### src/design/rdc_map.vh
`ifndef RDC_MAP_VH
`define RDC_MAP_VH
`define RDC_LVL_L0 2'h0
`define RDC_LVL_L1 2'h1
`define RDC_LVL_L2 2'h2
`define RDC_LVL_L3 2'h3
`define RDC_CLK_MHZ 100
`define RDC_POLL_US 150
`define RDC_POLL_CYC (`RDC_POLL_US * `RDC_CLK_MHZ)
`define RDC_OFF_CTRL 12'h000
`define RDC_OFF_BOOST 12'h004
`define RDC_OFF_STAT 12'h008
`define RDC_OFF_FLAT 12'h00c
`define RDC_CTRL_RESTART_A 0
`define RDC_CTRL_RESTART_B 1
`define RDC_CTRL_LOAD_DONE 2
`endif

### src/design/rdc_ctrl.v
// The address map and the APB interface to the registers are this design's own decisions.
`timescale 1ns/1ps
`include "rdc_map.vh"
module rdc_ctrl #(
    parameter POLL_CYC = `RDC_POLL_CYC
) (
    MCLK,
    RST,
    BOOST_HIGH_DIGIT_GROUP_A,
    BOOST_LOW_DIGIT_GROUP_A,
    BOOST_HIGH_DIGIT_GROUP_B,
    BOOST_LOW_DIGIT_GROUP_B,
    FLAT_LEVEL_GROUP_A,
    FLAT_LEVEL_GROUP_B,
    POWERDOWN_GROUP_A,
    POWERDOWN_GROUP_B,
    DETECT_CONFIG_PIN,
    MUX_SELECT_GROUP_A,
    MUX_SELECT_GROUP_B,
    MODE_PIN,
    LOAD_START_N,
    FAR_TERM_A,
    FAR_TERM_B,
    BOOST_INDEX_A,
    BOOST_INDEX_B,
    FLAT_A,
    FLAT_B,
    CROSS_A,
    CROSS_B,
    TERM_50_A,
    TERM_50_B,
    PATH_RESET_A,
    PATH_RESET_B,
    DETECT_PULSE_A,
    DETECT_PULSE_B,
    STANDBY,
    LOAD_DONE_N,
    LOAD_ACTIVE,
    PSEL,
    PENABLE,
    PWRITE,
    PADDR,
    PWDATA,
    PRDATA,
    PREADY,
    PSLVERR
);
    input wire MCLK;
    input wire RST;
    input wire [1:0] BOOST_HIGH_DIGIT_GROUP_A;
    input wire [1:0] BOOST_LOW_DIGIT_GROUP_A;
    input wire [1:0] BOOST_HIGH_DIGIT_GROUP_B;
    input wire [1:0] BOOST_LOW_DIGIT_GROUP_B;
    input wire [1:0] FLAT_LEVEL_GROUP_A;
    input wire [1:0] FLAT_LEVEL_GROUP_B;
    input wire POWERDOWN_GROUP_A;
    input wire POWERDOWN_GROUP_B;
    input wire [1:0] DETECT_CONFIG_PIN;
    input wire MUX_SELECT_GROUP_A;
    input wire MUX_SELECT_GROUP_B;
    input wire [1:0] MODE_PIN;
    input wire LOAD_START_N;
    input wire FAR_TERM_A;
    input wire FAR_TERM_B;
    output reg [3:0] BOOST_INDEX_A;
    output reg [3:0] BOOST_INDEX_B;
    output reg [1:0] FLAT_A;
    output reg [1:0] FLAT_B;
    output reg CROSS_A;
    output reg CROSS_B;
    output reg TERM_50_A;
    output reg TERM_50_B;
    output reg PATH_RESET_A;
    output reg PATH_RESET_B;
    output reg DETECT_PULSE_A;
    output reg DETECT_PULSE_B;
    output reg STANDBY;
    output reg LOAD_DONE_N;
    output reg LOAD_ACTIVE;
    input wire PSEL;
    input wire PENABLE;
    input wire PWRITE;
    input wire [11:0] PADDR;
    input wire [31:0] PWDATA;
    output reg [31:0] PRDATA;
    output wire PREADY;
    output wire PSLVERR;

    // ************************************************************
    // pin synchronisers
    // ************************************************************
    localparam SW = 22;
    wire [SW-1:0] pin_raw = {BOOST_HIGH_DIGIT_GROUP_A, BOOST_LOW_DIGIT_GROUP_A,
        BOOST_HIGH_DIGIT_GROUP_B, BOOST_LOW_DIGIT_GROUP_B, FLAT_LEVEL_GROUP_A,
        FLAT_LEVEL_GROUP_B, POWERDOWN_GROUP_A, POWERDOWN_GROUP_B, DETECT_CONFIG_PIN,
        MUX_SELECT_GROUP_A, MUX_SELECT_GROUP_B, MODE_PIN, LOAD_START_N, FAR_TERM_A};
    reg [SW-1:0] s1_ff;
    reg [SW-1:0] s2_ff;
    reg term_b1_ff;
    reg term_b2_ff;
    // no reset here, so pin levels are already valid when reset lifts
    always @(posedge MCLK)
    begin
        s1_ff <= pin_raw;
        s2_ff <= s1_ff;
        term_b1_ff <= FAR_TERM_B;
        term_b2_ff <= term_b1_ff;
    end
    wire [1:0] eqh_a = s2_ff[21:20];
    wire [1:0] eql_a = s2_ff[19:18];
    wire [1:0] eqh_b = s2_ff[17:16];
    wire [1:0] eql_b = s2_ff[15:14];
    wire [1:0] flat_pin_a = s2_ff[13:12];
    wire [1:0] flat_pin_b = s2_ff[11:10];
    wire [1:0] pd = {s2_ff[8], s2_ff[9]};
    wire [1:0] det_cfg = s2_ff[7:6];
    wire [1:0] sel = {s2_ff[4], s2_ff[5]};
    wire [1:0] mode = s2_ff[3:2];
    wire load_start_n = s2_ff[1];
    wire [1:0] far_term = {term_b2_ff, s2_ff[0]};

    // ************************************************************
    // configuration mode and apb registers
    // ************************************************************
    wire pin_mode = (mode == `RDC_LVL_L0);
    wire master_mode = (mode == `RDC_LVL_L1);
    reg [3:0] reg_boost_a_ff;
    reg [3:0] reg_boost_b_ff;
    reg [1:0] reg_flat_a_ff;
    reg [1:0] reg_flat_b_ff;
    reg [1:0] wr_restart_ff;
    reg load_seen_ff;
    reg load_done_ff;
    wire wr_en = PSEL && PENABLE && PWRITE;
    assign PREADY = 1'b1;
    wire addr_ok = (PADDR == `RDC_OFF_CTRL) || (PADDR == `RDC_OFF_BOOST) ||
        (PADDR == `RDC_OFF_STAT) || (PADDR == `RDC_OFF_FLAT);
    assign PSLVERR = PSEL && PENABLE && !addr_ok;
    always @(posedge MCLK)
    begin
        if (RST)
        begin
            reg_boost_a_ff <= 4'h0;
            reg_boost_b_ff <= 4'h0;
            reg_flat_a_ff <= `RDC_LVL_L3;
            reg_flat_b_ff <= `RDC_LVL_L3;
            wr_restart_ff <= 2'h0;
            load_seen_ff <= 1'b0;
            load_done_ff <= 1'b0;
        end
        else
        begin
            wr_restart_ff <= 2'h0;
            // registers answer in every mode, also during the load
            if (wr_en && PADDR == `RDC_OFF_BOOST)
            begin
                reg_boost_a_ff <= PWDATA[3:0];
                reg_boost_b_ff <= PWDATA[7:4];
            end
            if (wr_en && PADDR == `RDC_OFF_FLAT)
            begin
                reg_flat_a_ff <= PWDATA[1:0];
                reg_flat_b_ff <= PWDATA[5:4];
            end
            if (wr_en && PADDR == `RDC_OFF_CTRL)
            begin
                wr_restart_ff <= {PWDATA[`RDC_CTRL_RESTART_B], PWDATA[`RDC_CTRL_RESTART_A]};
                if (load_seen_ff && PWDATA[`RDC_CTRL_LOAD_DONE])
                    load_done_ff <= 1'b1;
            end
            if (master_mode && !load_start_n && !load_seen_ff)
                load_seen_ff <= 1'b1;
        end
    end
    always @(posedge MCLK)
    begin
        if (RST)
        begin
            LOAD_DONE_N <= 1'b1;
            LOAD_ACTIVE <= 1'b0;
        end
        else
        begin
            LOAD_ACTIVE <= load_seen_ff && !load_done_ff;
            LOAD_DONE_N <= !(load_done_ff && master_mode);
        end
    end

    // ************************************************************
    // per group setting, routing and detect machine
    // ************************************************************
    localparam ST_OFF = 4'h1;
    localparam ST_HIZ = 4'h2;
    localparam ST_WAIT = 4'h4;
    localparam ST_LINK = 4'h8;
    wire det_on = (det_cfg != `RDC_LVL_L0);
    reg first_ff;
    reg [1:0] sel_d_ff;
    reg [1:0] pd_d_ff;
    always @(posedge MCLK)
    begin
        if (RST)
        begin
            first_ff <= 1'b1;
            sel_d_ff <= 2'h0;
            pd_d_ff <= 2'h0;
        end
        else
        begin
            first_ff <= 1'b0;
            sel_d_ff <= sel;
            pd_d_ff <= pd;
        end
    end
    wire sel_chg = (sel != sel_d_ff) && !first_ff;
    wire [7:0] st_all;
    wire [1:0] hiz_q;
    wire [1:0] term_q;
    wire [1:0] rst_q;
    wire [1:0] pulse_q;
    genvar g;
    generate
        for (g = 0; g < 2; g = g + 1)
        begin : grp
            wire pd_fall = pd_d_ff[g] && !pd[g] && pin_mode;
            wire restart = first_ff || pd_fall || wr_restart_ff[g] || sel_chg;
            reg [3:0] st_ff;
            reg [14:0] poll_ff;
            reg [3:0] nxt_st;
            always @*
            begin
                nxt_st = st_ff;
                case (st_ff)
                    ST_OFF: nxt_st = det_on ? ST_HIZ : ST_OFF;
                    ST_HIZ: nxt_st = ST_WAIT;
                    ST_WAIT:
                    begin
                        if (far_term[g])
                            nxt_st = ST_LINK;
                        else if (poll_ff == 15'h0000)
                            nxt_st = ST_HIZ;
                    end
                    ST_LINK: nxt_st = ST_LINK;
                    default: nxt_st = ST_OFF;
                endcase
                if (pd[g])
                    nxt_st = ST_HIZ;
                else if (!det_on)
                    nxt_st = ST_OFF;
                else if (restart)
                    nxt_st = ST_HIZ;
            end
            always @(posedge MCLK)
            begin
                if (RST)
                begin
                    st_ff <= ST_OFF;
                    poll_ff <= 15'h0000;
                end
                else
                begin
                    st_ff <= nxt_st;
                    if (nxt_st == ST_HIZ)
                        poll_ff <= POLL_CYC[14:0] - 15'h0001;
                    else if (poll_ff != 15'h0000)
                        poll_ff <= poll_ff - 15'h0001;
                end
            end
            assign st_all[4*g+3:4*g] = st_ff;
            // off state gives 50 ohm only while detection is disabled
            assign term_q[g] = ((st_ff == ST_OFF) && !det_on) || (st_ff == ST_LINK);
            assign rst_q[g] = pd[g];
            // one attempt strobe per entry into the wait state
            assign pulse_q[g] = (st_ff == ST_HIZ) && (nxt_st == ST_WAIT);
            assign hiz_q[g] = pd[g];
        end
    endgenerate

    // ************************************************************
    // output registers
    // ************************************************************
    always @(posedge MCLK)
    begin
        if (RST)
        begin
            BOOST_INDEX_A <= 4'h0;
            BOOST_INDEX_B <= 4'h0;
            FLAT_A <= `RDC_LVL_L3;
            FLAT_B <= `RDC_LVL_L3;
            CROSS_A <= 1'b0;
            CROSS_B <= 1'b0;
            TERM_50_A <= 1'b0;
            TERM_50_B <= 1'b0;
            PATH_RESET_A <= 1'b1;
            PATH_RESET_B <= 1'b1;
            DETECT_PULSE_A <= 1'b0;
            DETECT_PULSE_B <= 1'b0;
            STANDBY <= 1'b0;
            PRDATA <= 32'h00000000;
        end
        else
        begin
            if (pin_mode)
            begin
                BOOST_INDEX_A <= {eqh_a, eql_a};
                BOOST_INDEX_B <= {eqh_b, eql_b};
                FLAT_A <= flat_pin_a;
                FLAT_B <= flat_pin_b;
            end
            else
            begin
                BOOST_INDEX_A <= reg_boost_a_ff;
                BOOST_INDEX_B <= reg_boost_b_ff;
                FLAT_A <= reg_flat_a_ff;
                FLAT_B <= reg_flat_b_ff;
            end
            CROSS_A <= sel[0];
            CROSS_B <= sel[1];
            TERM_50_A <= term_q[0] && !hiz_q[0];
            TERM_50_B <= term_q[1] && !hiz_q[1];
            PATH_RESET_A <= rst_q[0];
            PATH_RESET_B <= rst_q[1];
            DETECT_PULSE_A <= pulse_q[0];
            DETECT_PULSE_B <= pulse_q[1];
            STANDBY <= pd[0] && pd[1];
            PRDATA <= 32'h00000000;
            if (PSEL && !PWRITE)
            begin
                case (PADDR)
                    `RDC_OFF_BOOST: PRDATA <= {24'h000000, reg_boost_b_ff, reg_boost_a_ff};
                    `RDC_OFF_FLAT: PRDATA <= {26'h0000000, reg_flat_b_ff, 2'h0, reg_flat_a_ff};
                    `RDC_OFF_STAT: PRDATA <= {16'h0000, st_all, 2'h0, mode,
                        1'b0, load_done_ff, load_seen_ff, det_on};
                    default: PRDATA <= 32'h00000000;
                endcase
            end
        end
    end
endmodule // rdc_ctrl

### config.mk
export PLATFORM = sky130hd
export DESIGN_NAME = rdc_ctrl
export DESIGN_NICKNAME = d
export VERILOG_FILES = /design/src/design/rdc_ctrl.v
export VERILOG_INCLUDE_DIRS = /design/src /design/src/design
export SDC_FILE = /design/constraint.sdc
export NUM_CORES = 1
export LEC_CHECK = 0
export BUFFER_PORTS_ARGS = -buffer_cell sky130_fd_sc_hd__buf_2
export CELL_PAD_IN_SITES_DETAIL_PLACEMENT = 2
export CELL_PAD_IN_SITES_GLOBAL_PLACEMENT = 2
export CORE_ASPECT_RATIO = 1.25
export CORE_MARGIN = 1
export CORE_UTILIZATION = 34
export CTS_CLUSTER_DIAMETER = 80
export DETAILED_ROUTE_END_ITERATION = 12
export GPL_ROUTABILITY_DRIVEN = 0
export GPL_TIMING_DRIVEN = 0
export PLACE_DENSITY_LB_ADDON = 0.1
export SKIP_CTS_REPAIR_TIMING = 1
export SKIP_LAST_GASP = 1
export SYNTH_ARGS = -nofsm -noshare
export SYNTH_HDL_FRONTEND = slang
export SYNTH_SLANG_ARGS = --single-unit
### constraint.sdc
create_clock -name MCLK -period 3.2 [get_ports MCLK]
set_clock_uncertainty 0.05 [all_clocks]
set_input_delay 0.32 -clock MCLK [delete_from_list [all_inputs] [get_ports MCLK]]
set_output_delay 0.32 -clock MCLK [all_outputs]
set_load 0.05 [all_outputs]
; ---- Yosys cells after proc, flatten, opt, wreduce, memory -nomap -nowiden
; Cells that the tools add are included.
[word_totals]
ff_bits = 160
input_bits = 72
out_inout_bits = 57
word_cells = 138
[op_classes]
n_addsub = 2
n_eq_ne = 17
mux = 22
n_bitwise = 2
n_reduce_logical = 59
[ops]
columns = cell, n
row1 = two-way mux 14 bit, 4
row2 = two-way mux 4 bit, 12
row3 = one-hot mux 16 bit (3 select lines), 1
row4 = one-hot mux 4 bit (4 select lines), 2
row5 = zero test 15 bit, 2
row6 = nonzero test 15 bit, 2
row7 = "subtractor 15 x 1 -> 15 bit, second input constant", 2
row8 = "== test 12 x 4 -> 1 bit, second input constant", 2
row9 = logical AND 1 bit, 24
row10 = "== test 4 x 2 -> 1 bit, second input constant", 4
row11 = "== test 4 x 3 -> 1 bit, second input constant", 4
row12 = "== test 12 x 3 -> 1 bit, second input constant", 1
row13 = zero test 12 bit, 1
row14 = logical OR 1 bit, 11
row15 = zero test 1 bit, 10
row16 = "== test 4 x 1 -> 1 bit, second input constant", 2
row17 = "== test 4 bit, second input constant", 2
row18 = OR reduction 2 bit, 4
row19 = nonzero test 2 bit, 3
row20 = two-way mux 2 bit, 2
row21 = "== test 2 x 1 -> 1 bit, second input constant", 1
row22 = zero test 2 bit, 1
row23 = != test 2 bit, 1
row24 = NOT 1 bit, 2
row25 = other kinds (2), 2

; ---- Longest topological paths before layout
; Gate-level depths: netlist of run 1.
[depth]
ltp_word = 11
ltp_mapped = 8

; ---- Least setup slack after synthesis of run 1
; OpenSTA, ideal clock, no wires.
[synth_path]
kind = register to register
startpoint = register sel_d_ff[1]
endpoint = register grp[1].poll_ff[4]
setup_ps = 143
t_arrival_ps = 2131
required_ps = 3007
setup_slack_ps = 876
stages_incl_launch_ff = 6
path_buffers = 0
cell_sequence = dfxtp_1 -> xor2_1 -> or3_4 -> o41a_1 -> a311oi_4 -> a31oi_1
[synth_between]
elab_chain_len = 8
elab_cells_between_ends = 9
cone_classes = eq/ne: 2 / mux: 4 / reduce/logical: 3
[synth_rtl]
columns = element, line
row1 = "start, declared", rdc_ctrl.v:198  ; reg [1:0] sel_d_ff;
row2 = "start signal, assigned", rdc_ctrl.v:211  ; sel_d_ff <= sel;
row3 = != test 2 bit (*), rdc_ctrl.v:215  ; wire sel_chg = (sel != sel_d_ff) && !first_ff;
row4 = logical AND 1 bit (*), rdc_ctrl.v:215
row5 = logical OR 1 bit (*), rdc_ctrl.v:226  ; wire restart = first_ff || pd_fall || wr_restart_ff[g] || sel_chg;
row6 = two-way mux 4 bit (*), rdc_ctrl.v:250  ; else if (restart)
row7 = two-way mux 4 bit (*), rdc_ctrl.v:248  ; else if (!det_on)
row8 = two-way mux 4 bit (*), rdc_ctrl.v:246  ; if (pd[g])
row9 = == test 4 x 2 -> 1 bit (*), rdc_ctrl.v:263  ; if (nxt_st == ST_HIZ)
row10 = two-way mux 14 bit or nonzero test 2 bit (tied branches), --
row11 = "end signal, assigned", rdc_ctrl.v:264  ; poll_ff <= POLL_CYC[14:0] - 15'h0001;
row12 = "end signal, assigned", rdc_ctrl.v:266  ; poll_ff <= poll_ff - 15'h0001;
row13 = "end, declared", rdc_ctrl.v:228  ; reg [14:0] poll_ff;
; Every way passes the cells marked *; elsewhere a longest branch is shown, timed or not.
; A chain may end at the register's enable or synchronous reset.

; ---- Final worst setup path of run 1
[layout_path]
startpoint = register grp[0].poll_ff[0]
endpoint = register grp[0].poll_ff[6]
[layout_between]
elab_chain_len = 9
elab_cells_between_ends = 11
cone_classes = add/sub: 1 / eq/ne: 1 / mux: 6 / reduce/logical: 3
[layout_rtl]
columns = element, line
row1 = "start, declared", rdc_ctrl.v:228
row2 = "start signal, assigned", rdc_ctrl.v:264
row3 = "start signal, assigned", rdc_ctrl.v:266
row4 = zero test 15 bit, rdc_ctrl.v:240  ; else if (poll_ff == 15'h0000)
row5 = two-way mux 4 bit, rdc_ctrl.v:240
row6 = two-way mux 4 bit, rdc_ctrl.v:238  ; if (far_term[g])
row7 = one-hot mux 4 bit (4 select lines), rdc_ctrl.v:233  ; case (st_ff)
row8 = two-way mux 4 bit, rdc_ctrl.v:250
row9 = two-way mux 4 bit, rdc_ctrl.v:248
row10 = two-way mux 4 bit, rdc_ctrl.v:246
row11 = == test 4 x 2 -> 1 bit, rdc_ctrl.v:263
row12 = OR reduction 2 bit (no source line), --
; Parallel ways exist; a longest one is shown, timed or not.

==> flow_summary.yaml, run 1 <==
status:
  status: "completed"
critical_path:
  r2r-start: "grp[0].poll_ff[0]"
  cpLargestDelayFamily: "simple AND/OR/NAND/NOR gates"
  cp_max_fo: 10
  slowest_stage: "o221ai_1"
  cp.required_ps: 3430
  rr_worst_depth: 7
  arrival_ps: 2900
  worst_path_largest_cell_delay_ps: 550
  critPathKind: "register to register"
  cp-end-kind: "register"
  crit_buf_inv: 2
  rrSetupSlack_ps: 530
  critPathLaunchType: "register"
  crit_chain: "inv_1 > ha_1 > nor4b_1 > nand4_1 > clkbuf_1 > o221ai_1 > nor2_1"
  worstReg2RegEnd: "grp[0].poll_ff[6]"
clock_tree:
  clock_latency_ps: 420
  cts_sinks: 142
  htree_num_levels: 4
  tritoncts: "done"
  clockBufferDepth: 2
  cts_made_buffers: 17
  root_buffer: "clkbuf_16"
  clk_transition_reported_paths_ps: 60
synthesis:
  synth_top_area_cell: "dfxtp_1"
  synth-edff-count: 0
  syn_area_per_cell_um2: 9.73
  seq_area_frac_synth_pct: 56.8
  ys_warn_count: 0
  ys_seq_elements: 142
  ys_async_sr_fraction_pct: 0
  synth_cells: 514
  synth.top_cell.area_share_pct: 56.8
  netlist_top_cells_area: "dfxtp_1 (57%), nand2_1 (4.1%), nor2_1 (3.4%)"
  synth_ff_type: "dfxtp_1"
  yosysUniqueCellTypes: 50
  synth_common_cells: "dfxtp_1 (142), nand2_1 (54), nor2_1 (45), a21oi_1 (32), o21ai_0 (23)"
  yosysMostFrequentCell: "dfxtp_1"
  netlist_area_um2: 5000
die:
  die-area_um2: 15200
  io_pins: 129
  core_um2: 14400
  die_h_um: 138
  fp.dieW_um: 110
  start_util_pct: 34.7
  rows: 49
global_route:
  gr-total-overflow: 0
  antenna_found_initial: 0
  grt_pass1_wl_um: 22500
  grt_max_degree: 17
  grt_pass1_vias: 4380
  grtUsageTotal_pct: 19.4
final_layout:
  drive_above_1_share_pct: 22.7
  stdcell_count: 847
  final_area_um2: 6520
  syn_to_final_growth_pct: 30.3
  diodes: 0
  nets: 732
sta:
  report.final.slew_viol_count: 0
  fmax_mhz: 375
  fin_setup_tns_ps: 0
  hold_violations: 0
  tightest_slew_ps: 806
  min_period_over_period_pct: 83.4
  min_period_ps: 2670
  relSlewSlack_pct: 45.8
  finalSetupViolations: 0
  rsz0062_at_grt: "no"
route:
  routed_wl_um: 14600
  vias: 4138
  drtIter0Drc: 134
  route.detailed.drc: 0
  vias_per_cell: 4.89
  avgRoutedWirePerCell_um: 17.2
  postRouteAntennaNets: 0
  drt_first_pass_iters: 6
job:
  maxCapViolCount: 0
power:
  p_total_w: 0.00418
  powerDensity_nw_per_um2: 640
  leakage_nw: 2.71
  ir_worst_vdd_mv: 0.360
worst_hold_path:
  hp-class: "input port to register"
  hold_end: "first_ff"
  min-delay-start: "RST"
  min_path_cells: 1
place:
  dp_hpwl_um: 10000
  port_buffers: 85
  dp.cells: 792
  postPlaceCellArea_um2: 5710
stage by stage:
step | setup slack [ps] | hold WS (ps) | utilization (%)
4_1_cts | 458 | -72.3 | 43.7
5_1_grt | 292 | 28.5 | 45.3
3_5_place_dp | 433 | 264 | 39.6
3_3_place_gp | 504 | 260 | 39.6
6_report | 530 | 32.8 | 45.3
2_1_floorplan | 876 | 260 | -
flip-flops by register name, summed over array words and instances (netlist names), 4 cells and up:
signal / count
grp.poll_ff: 30
s1_ff: 22
s2_ff: 22
PRDATA: 16
grp.st_ff: 8
BOOST_INDEX_A: 4
BOOST_INDEX_B: 4
reg_boost_a_ff: 4
reg_boost_b_ff: 4
routing by layer:
metal | routed length, µm | up-vias | track usage, %
met2 | 8050 | 76 | 36.7
met3 | 426 | 9 | 4.84
li1 | - | 2020 | -
met1 | 6000 | 2033 | 21.0
met4 | 126 | 0 | 6.44
met5 | 0 | - | 0
worst max path at each step:
stage                 startpoint                  to  slack, ps  cells after the start
2_1_floorplan        sel_d_ff[1]   grp[1].poll_ff[4]        880                      5
3_3_place_gp   grp[0].poll_ff[0]  grp[0].poll_ff[10]        500                      7
3_5_place_dp   grp[0].poll_ff[0]   grp[0].poll_ff[6]        430                      7
4_1_cts        grp[0].poll_ff[0]   grp[0].poll_ff[6]        460                      7
5_1_grt        grp[0].poll_ff[0]   grp[0].poll_ff[8]        290                      7
6_report       grp[0].poll_ff[0]   grp[0].poll_ff[6]        530                      7
power by group:
| part | switching, W | internal, W |
|---|---|---|
| registers | 0.0000516 | 0.00184 |
| logic | 0.000217 | 0.000132 |
| clock network | 0.000770 | 0.00117 |
worst register-to-register path, stage by stage, from the launching register on:
cell	delay, ps
dfxtp_1	350
inv_1	110
ha_1	150
nor4b_1	520
nand4_1	360
clkbuf_1	350
o221ai_1	560
nor2_1	110
cells by family after synthesis:
| kind of cell | after synthesis | share of synthesized area, % |
|---|---|---|
| other | 2 | 0.150 |
| buffers and inverters | 46 | 4.75 |
| muxes | 13 | 2.73 |
| xor gates and xnor gates | 20 | 3.50 |
| AOI/OAI and AO/OA | 74 | 9.03 |
| adders and majority gates | 4 | 1.00 |
| DFF | 142 | 56.8 |
| and+or+nand+nor | 213 | 22.0 |
cell type report:
cell class / instances / area, µm²
plain buffers: 34 / 193
multi-input cells: 341 / 1980
clock buffers: 19 / 443
well taps: 178 / 223
clock inverters: 13 / 140
inverters: 12 / 45.0
fillers: 1575 / 7890
flip-flops and latches: 142 / 2840
repair buffers: 108 / 656
layout by cell type, fill, tap and decap left out, types with 16 or more instances in the layout:
| master | n |
|---|---|
| nor4_1 | 19 |
| nor2_1 | 45 |
| o21ai_0 | 23 |
| conb_1 | 17 |
| buf_2 | 86 |
| clkbuf_1 | 16 |
| nand3_1 | 18 |
| a21oi_1 | 32 |
| dlygate4sd3_1 | 23 |
| clkbuf_16 | 17 |
| nand2_1 | 54 |
| buf_4 | 17 |
| dfxtp_1 | 142 |
Power figures use the tool's default switching activity.
==> inputs of run 2 (changes only) <==
--- a/config.mk
+++ b/config.mk
@@ -6,12 +6,13 @@
 export SDC_FILE = /design/constraint.sdc
 export NUM_CORES = 1
 export LEC_CHECK = 0
+export ABC_AREA = 1
 export BUFFER_PORTS_ARGS = -buffer_cell sky130_fd_sc_hd__buf_2
 export CELL_PAD_IN_SITES_DETAIL_PLACEMENT = 2
 export CELL_PAD_IN_SITES_GLOBAL_PLACEMENT = 2
 export CORE_ASPECT_RATIO = 1.25
 export CORE_MARGIN = 1
-export CORE_UTILIZATION = 34
+export CORE_UTILIZATION = 30
 export CTS_CLUSTER_DIAMETER = 80
 export DETAILED_ROUTE_END_ITERATION = 12
 export GPL_ROUTABILITY_DRIVEN = 0
==> constraint.sdc (replaced) <==
create_clock -name MCLK -period 2.69 [get_ports MCLK]
set_clock_uncertainty 0.05 [all_clocks]
set_input_delay 0.269 -clock MCLK [delete_from_list [all_inputs] [get_ports MCLK]]
set_output_delay 0.269 -clock MCLK [all_outputs]
set_load 0.05 [all_outputs]
==> run 2 against run 1 <==
Combinational power grew 37%. Final area grew 5.5%. Flip-flop and latch count is the same. Routed wire length grew 7.2%. Critical path type is now input port to register. Largest cell class unchanged. Highest routed layer unchanged.
==> flow_summary.yaml, run 2 <==
status:
  status: "completed"
sta:
  relSlewSlack_pct: 50.6
  fmax_mhz: 460
  hold_violations: 0
  tightest_slew_ps: 742
  min_period_ps: 2180
  finalSetupViolations: 0
  fin_setup_tns_ps: 0
  holdWs_ps: 22.4
  min_period_over_period_pct: 80.9
  report.final.slew_viol_count: 0
  rsz0062_at_grt: "no"
clock_tree:
  clockBufferDepth: 2
  htree_num_levels: 4
  root_buffer: "clkbuf_16"
  tritoncts: "done"
  cts_sinks: 142
  clock_latency_ps: 430
  cts_made_buffers: 17
  clk_transition_reported_paths_ps: 60
critical_path:
  crit_cells: 7
  cp.required_ps: 2960
  worst_path_largest_cell_delay_ps: 540
  cp-end-kind: "register"
  slowest_stage: "dlygate4sd3_1"
  rr_worst_depth: 13
  critPathKind: "input port to register"
  cpLargestDelayFamily: "buffers and inverters"
  crit_chain: "dlygate4sd3_1 > buf_2 > clkbuf_1 > nor3_1 > inv_1 > clkbuf_1 > nor3_1"
  critPathLaunchType: "input port"
  arrival_ps: 2450
  crit_buf_inv: 5
  cp_max_fo: 10
job:
  maxCapViolCount: 0
worst_hold_path:
  hp-class: "input port to register"
  min_path_cells: 3
final_layout:
  largest_reg_flops: 30
  diodes: 0
  nets: 860
  stdcell_count: 1017
  mostFrequentLayoutCells: "dfxtp_1 (142), nand2_1 (110), nor2_1 (96)"
  top_register: "grp.poll_ff"
  final_common_cell: "dfxtp_1"
  largestRegisters: "grp.poll_ff: 30 flops, s1_ff: 22 flops, s2_ff: 22 flops"
  drive_above_1_share_pct: 20.7
  syn_to_final_growth_pct: 30.2
synthesis:
  synth-edff-count: 0
  ys_async_sr_fraction_pct: 0
  seq_area_frac_synth_pct: 53.8
  syn_area_per_cell_um2: 8.25
  synth_top_area_cell: "dfxtp_1"
  synth.top_cell.area_share_pct: 53.8
  synth_cells: 641
  synth_ff_type: "dfxtp_1"
  yosysMostFrequentCell: "dfxtp_1"
  netlist_area_um2: 5290
  yosysUniqueCellTypes: 37
  ys_warn_count: 0
  netlist_top_cells_area: "dfxtp_1 (54%), nand2_1 (7.8%), nor2_1 (6.8%)"
  synth_common_cells: "dfxtp_1 (142), nand2_1 (110), nor2_1 (96), inv_1 (60)"
  ys_seq_elements: 142
power:
  p_sw_w: 0.00133
  leakage_nw: 3.19
  powerDensity_nw_per_um2: 739
  ir_worst_vdd_mv: 0.436
  p_sw_share_pct: 26.2
  pwr-share-clk_pct: 46.8
  combPwrFrac_pct: 9.4
  power_frac_seq_pct: 43.8
  p_int_w: 0.00376
route:
  routed_wl_um: 15700
  vias_per_cell: 4.59
  drt_first_pass_iters: 4
  route.detailed.drc: 0
  avgRoutedWirePerCell_um: 15.4
  drtIter0Drc: 91
  vias: 4671
  postRouteAntennaNets: 0
die:
  fp.dieW_um: 121
  io_pins: 129
  die_h_um: 150
  rows: 53
  core_um2: 17000
  start_util_pct: 31.0
  die-area_um2: 18200
global_route:
  grt_max_degree: 17
  grt_pass1_vias: 5035
  grtUsageTotal_pct: 18.1
  antenna_found_initial: 0
  grt_pass1_wl_um: 24700
  gr-total-overflow: 0
place:
  port_buffers: 85
  dp.cells: 961
  dp_hpwl_um: 11700
## run 2: changes by cell type in the layout (fill, tap and decap cells not counted), sizes merged, moves of 6 or more
cell,delta
nand2,+60
nor2,+59
inv,+52
nand3,+21
nor4,-20
a21oi,+16
and2,-15
nor3,+9
mux2i,-8
nand4,+8
nor2b,-8
xnor2,-7
nand3b,+6
## run 2: power groups by stage
stage	logic [W]	registers (W)	clock network (W)
floorplan	0.000288	0.00230	0
global placement	0.000438	0.00227	0
detailed placement	0.000451	0.00227	0
CTS	0.000457	0.00223	0.00244
global route	0.000529	0.00224	0.00253
finish	0.000477	0.00223	0.00238
## run 2: worst paths after layout
kind,startpoint,slack (ps),endpoint
worst max-delay path,RST,510,PRDATA[10]
worst min-delay path,PWDATA[5],20,reg_flat_b_ff[1]
worst max register to register,grp[1].poll_ff[0],670,grp[1].poll_ff[3]
worst min register to register,s1_ff[16],280,s2_ff[16]
## run 2: worst register-to-register path: stages, from the launching register on
cell and delay [ps]:
dfxtp_1 320, inv_1 180, ha_1 230, inv_1 50, nor2_1 80, nand2_1 70, nor2_2 130, nand2_4 120
nand2_2 80, nand2_1 50, nand2_1 90, nand3_2 120, nand2_1 270, nor2_1 70
## run 2: cell families (layout without fill, tap and decap cells)
group / Yosys count / in the layout / share of synthesized area, %
DFF: 142 / 142 / 53.8
adders and majority gates: 4 / 4 / 0.947
xor gates and xnor gates: 14 / 14 / 2.32
other: 2 / 17 / 0.142
AOI/OAI and AO/OA: 79 / 79 / 8.69
and+or+nand+nor: 305 / 305 / 25.6
buffers and inverters: 95 / 236 / 8.50
## run 2: routing by layer
layer	vias up	global-route usage [%]	wire (µm)
met5	-	0	0
met1	2276	18.5	6130
met4	0	7.10	237
met3	21	3.71	444
met2	72	35.5	8840
li1	2302	-	-
## run 2: final cells by class
type                       count  area, µm²
fill                        1950      10200
timing repair buffer         109        666
sequential                   142       2840
buffer                        34        220
inverter                      61        229
clock buffer                  19        443
clock inverter                13        156
multi-input combinational    419       2050
tap                          220        275
## run 2: stage by stage
stage          area [µm²]  total power [W]  util [%]  setup slack [ps]
5_1_grt              6880          0.00529      40.4               314
2_1_floorplan        5340          0.00259         -               984
6_report             6880          0.00509      40.4               514
3_3_place_gp         6040          0.00271      35.5               606
3_5_place_dp         6040          0.00273      35.5               600
4_1_cts              6640          0.00513      39.0               612
==> inputs of run 3 (changes only) <==
--- a/config.mk
+++ b/config.mk
@@ -6,13 +6,13 @@
 export SDC_FILE = /design/constraint.sdc
 export NUM_CORES = 1
 export LEC_CHECK = 0
-export ABC_AREA = 1
+export ABC_AREA = 0
 export BUFFER_PORTS_ARGS = -buffer_cell sky130_fd_sc_hd__buf_2
 export CELL_PAD_IN_SITES_DETAIL_PLACEMENT = 2
 export CELL_PAD_IN_SITES_GLOBAL_PLACEMENT = 2
 export CORE_ASPECT_RATIO = 1.25
 export CORE_MARGIN = 1
-export CORE_UTILIZATION = 30
+export CORE_UTILIZATION = 31
 export CTS_CLUSTER_DIAMETER = 80
 export DETAILED_ROUTE_END_ITERATION = 12
 export GPL_ROUTABILITY_DRIVEN = 0
==> constraint.sdc (replaced) <==
create_clock -name MCLK -period 2.2 [get_ports MCLK]
set_clock_uncertainty 0.05 [all_clocks]
set_input_delay 0.22 -clock MCLK [delete_from_list [all_inputs] [get_ports MCLK]]
set_output_delay 0.22 -clock MCLK [all_outputs]
set_load 0.05 [all_outputs]
==> run 3 against run 2 <==
The run now ends with hold timing left. Via count down 11%. Utilization up 2.5 points. Power up 23%. Worst hold slack worse by 33 ps. Non-clock buffer count up 3. Clock power up 25%. Combinational power up 8.8%. Global-route usage down 0.14 points. Final cell count down 13%. Flip-flop and latch count unchanged. Die area down 8.3%. Sequential share of layout area up 0.99 points.
==> flow_summary.yaml, run 3 (synthesis results as in run 1) <==
route:
  drtIter0Drc: 136
  avgRoutedWirePerCell_um: 16.3
  drt_first_pass_iters: 4
  route.detailed.drc: 0
  vias_per_cell: 4.71
  postRouteAntennaNets: 0
  vias: 4171
  routed_wl_um: 14400
clock_tree:
  cts_made_buffers: 17
  clock_latency_ps: 420
  tritoncts: "done"
  cts_sinks: 142
  htree_num_levels: 4
  root_buffer: "clkbuf_16"
  clockBufferDepth: 2
  clk_transition_reported_paths_ps: 60
final_layout:
  drive_above_1_share_pct: 25.0
  final_common_cell: "dfxtp_1"
  top_register: "grp.poll_ff"
  syn_to_final_growth_pct: 34.5
  final_area_um2: 6730
  mostFrequentLayoutCells: "dfxtp_1 (140), buf_2 (87), nand2_1 (54)"
  nets: 736
  largest_reg_flops: 30
  largestRegisters: "grp.poll_ff: 30 flops, s1_ff: 22 flops, s2_ff: 22 flops"
  final_core_util_pct: 42.9
  diodes: 0
global_route:
  grt_pass1_vias: 4347
  grt_pass1_wl_um: 22300
  grt_max_degree: 17
  gr-total-overflow: 0
  antenna_found_initial: 0
  grtUsageTotal_pct: 18.0
sta:
  min_period_ps: 2080
  fmax_mhz: 481
  fin_setup_tns_ps: 0
  tightest_slew_ps: 745
  report.final.slew_viol_count: 0
  hold_violations: 1
  finalSetupViolations: 0
  min_period_over_period_pct: 94.4
  holdWs_ps: -10.5
  relSlewSlack_pct: 49.9
critical_path:
  slowest_stage: "o41a_1"
  cp_max_fo: 5
  critPathLaunchType: "register"
  crit_chain: "xor2_1 > or3_4 > o41a_1 > a311o_2 > a21oi_1"
  critPathKind: "register to register"
  cp.required_ps: 2490
  cp-end-kind: "register"
  worst_path_largest_cell_delay_ps: 490
  arrival_ps: 2370
power:
  ir_worst_vdd_mv: 0.580
  leakage_nw: 2.78
  powerDensity_nw_per_um2: 928
die:
  rows: 51
  start_util_pct: 31.9
  die_h_um: 144
  fp.dieW_um: 116
  die-area_um2: 16700
  io_pins: 129
  core_um2: 15700
status:
  violations: "hold timing"
  status: "complete, but fails checks"
worst_hold_path:
  hp-class: "input port to register"
job:
  maxCapViolCount: 0
place:
  postPlaceCellArea_um2: 5750
  dp_hpwl_um: 10200
  port_buffers: 85
-- run 3: layer usage --
| metal | vias to the layer above | share of wire, % | track usage, % | wire length [µm] |
|---|---|---|---|---|
| met2 | 68 | 55 | 33.9 | 7910 |
| met3 | 22 | 3.2 | 4.90 | 459 |
| met5 | - | 0 | 0 | 0 |
| li1 | 2025 | - | - | - |
| met4 | 0 | 1.6 | 6.34 | 233 |
| met1 | 2056 | 40 | 18.8 | 5780 |
-- run 3: worst max-delay path, delay by kind of cell (launching register included) --
kind | cells | cell delay (ps)
AOI/OAI and AO/OA | 3 | 1090
xor gates and xnor gates | 1 | 150
DFF | 1 | 320
and+or+nand+nor | 1 | 390
-- run 3: power by group --
part	internal, W	switching, W
registers	0.00267	0.0000776
logic	0.000202	0.000317
clock network	0.00188	0.00109
total	0.00475	0.00149
-- run 3: layout make-up --
type,count,area [µm²]
Tap cell,212,265
Sequential cell,142,2850
Clock inverter,12,159
Clock buffer,20,467
Buffer,33,190
Timing Repair Buffer,113,696
Fill cell,1724,8970
Multi-Input combinational cell,341,2060
Inverter,12,45.0
-- run 3: worst paths after layout --
path,start,endpoint,slack (ps),cells after the start
max,sel_d_ff[1],grp[1].poll_ff[3],120,5
min reg2reg,s1_ff[11],s2_ff[11],280,0
max reg2reg,sel_d_ff[1],grp[1].poll_ff[3],120,5
min,PWDATA[4],reg_flat_b_ff[0],-10,3
-- run 3: through the flow --
step / instances / total power [W] / setup slack [ps]
finish: 885 / 0.00624 / 122
CTS: 858 / 0.00628 / -616
floorplan: 529 / 0.00312 / 50.3
global route: 885 / 0.00648 / -48.0
detailed placement: 826 / 0.00327 / -601
global placement: 826 / 0.00325 / -572
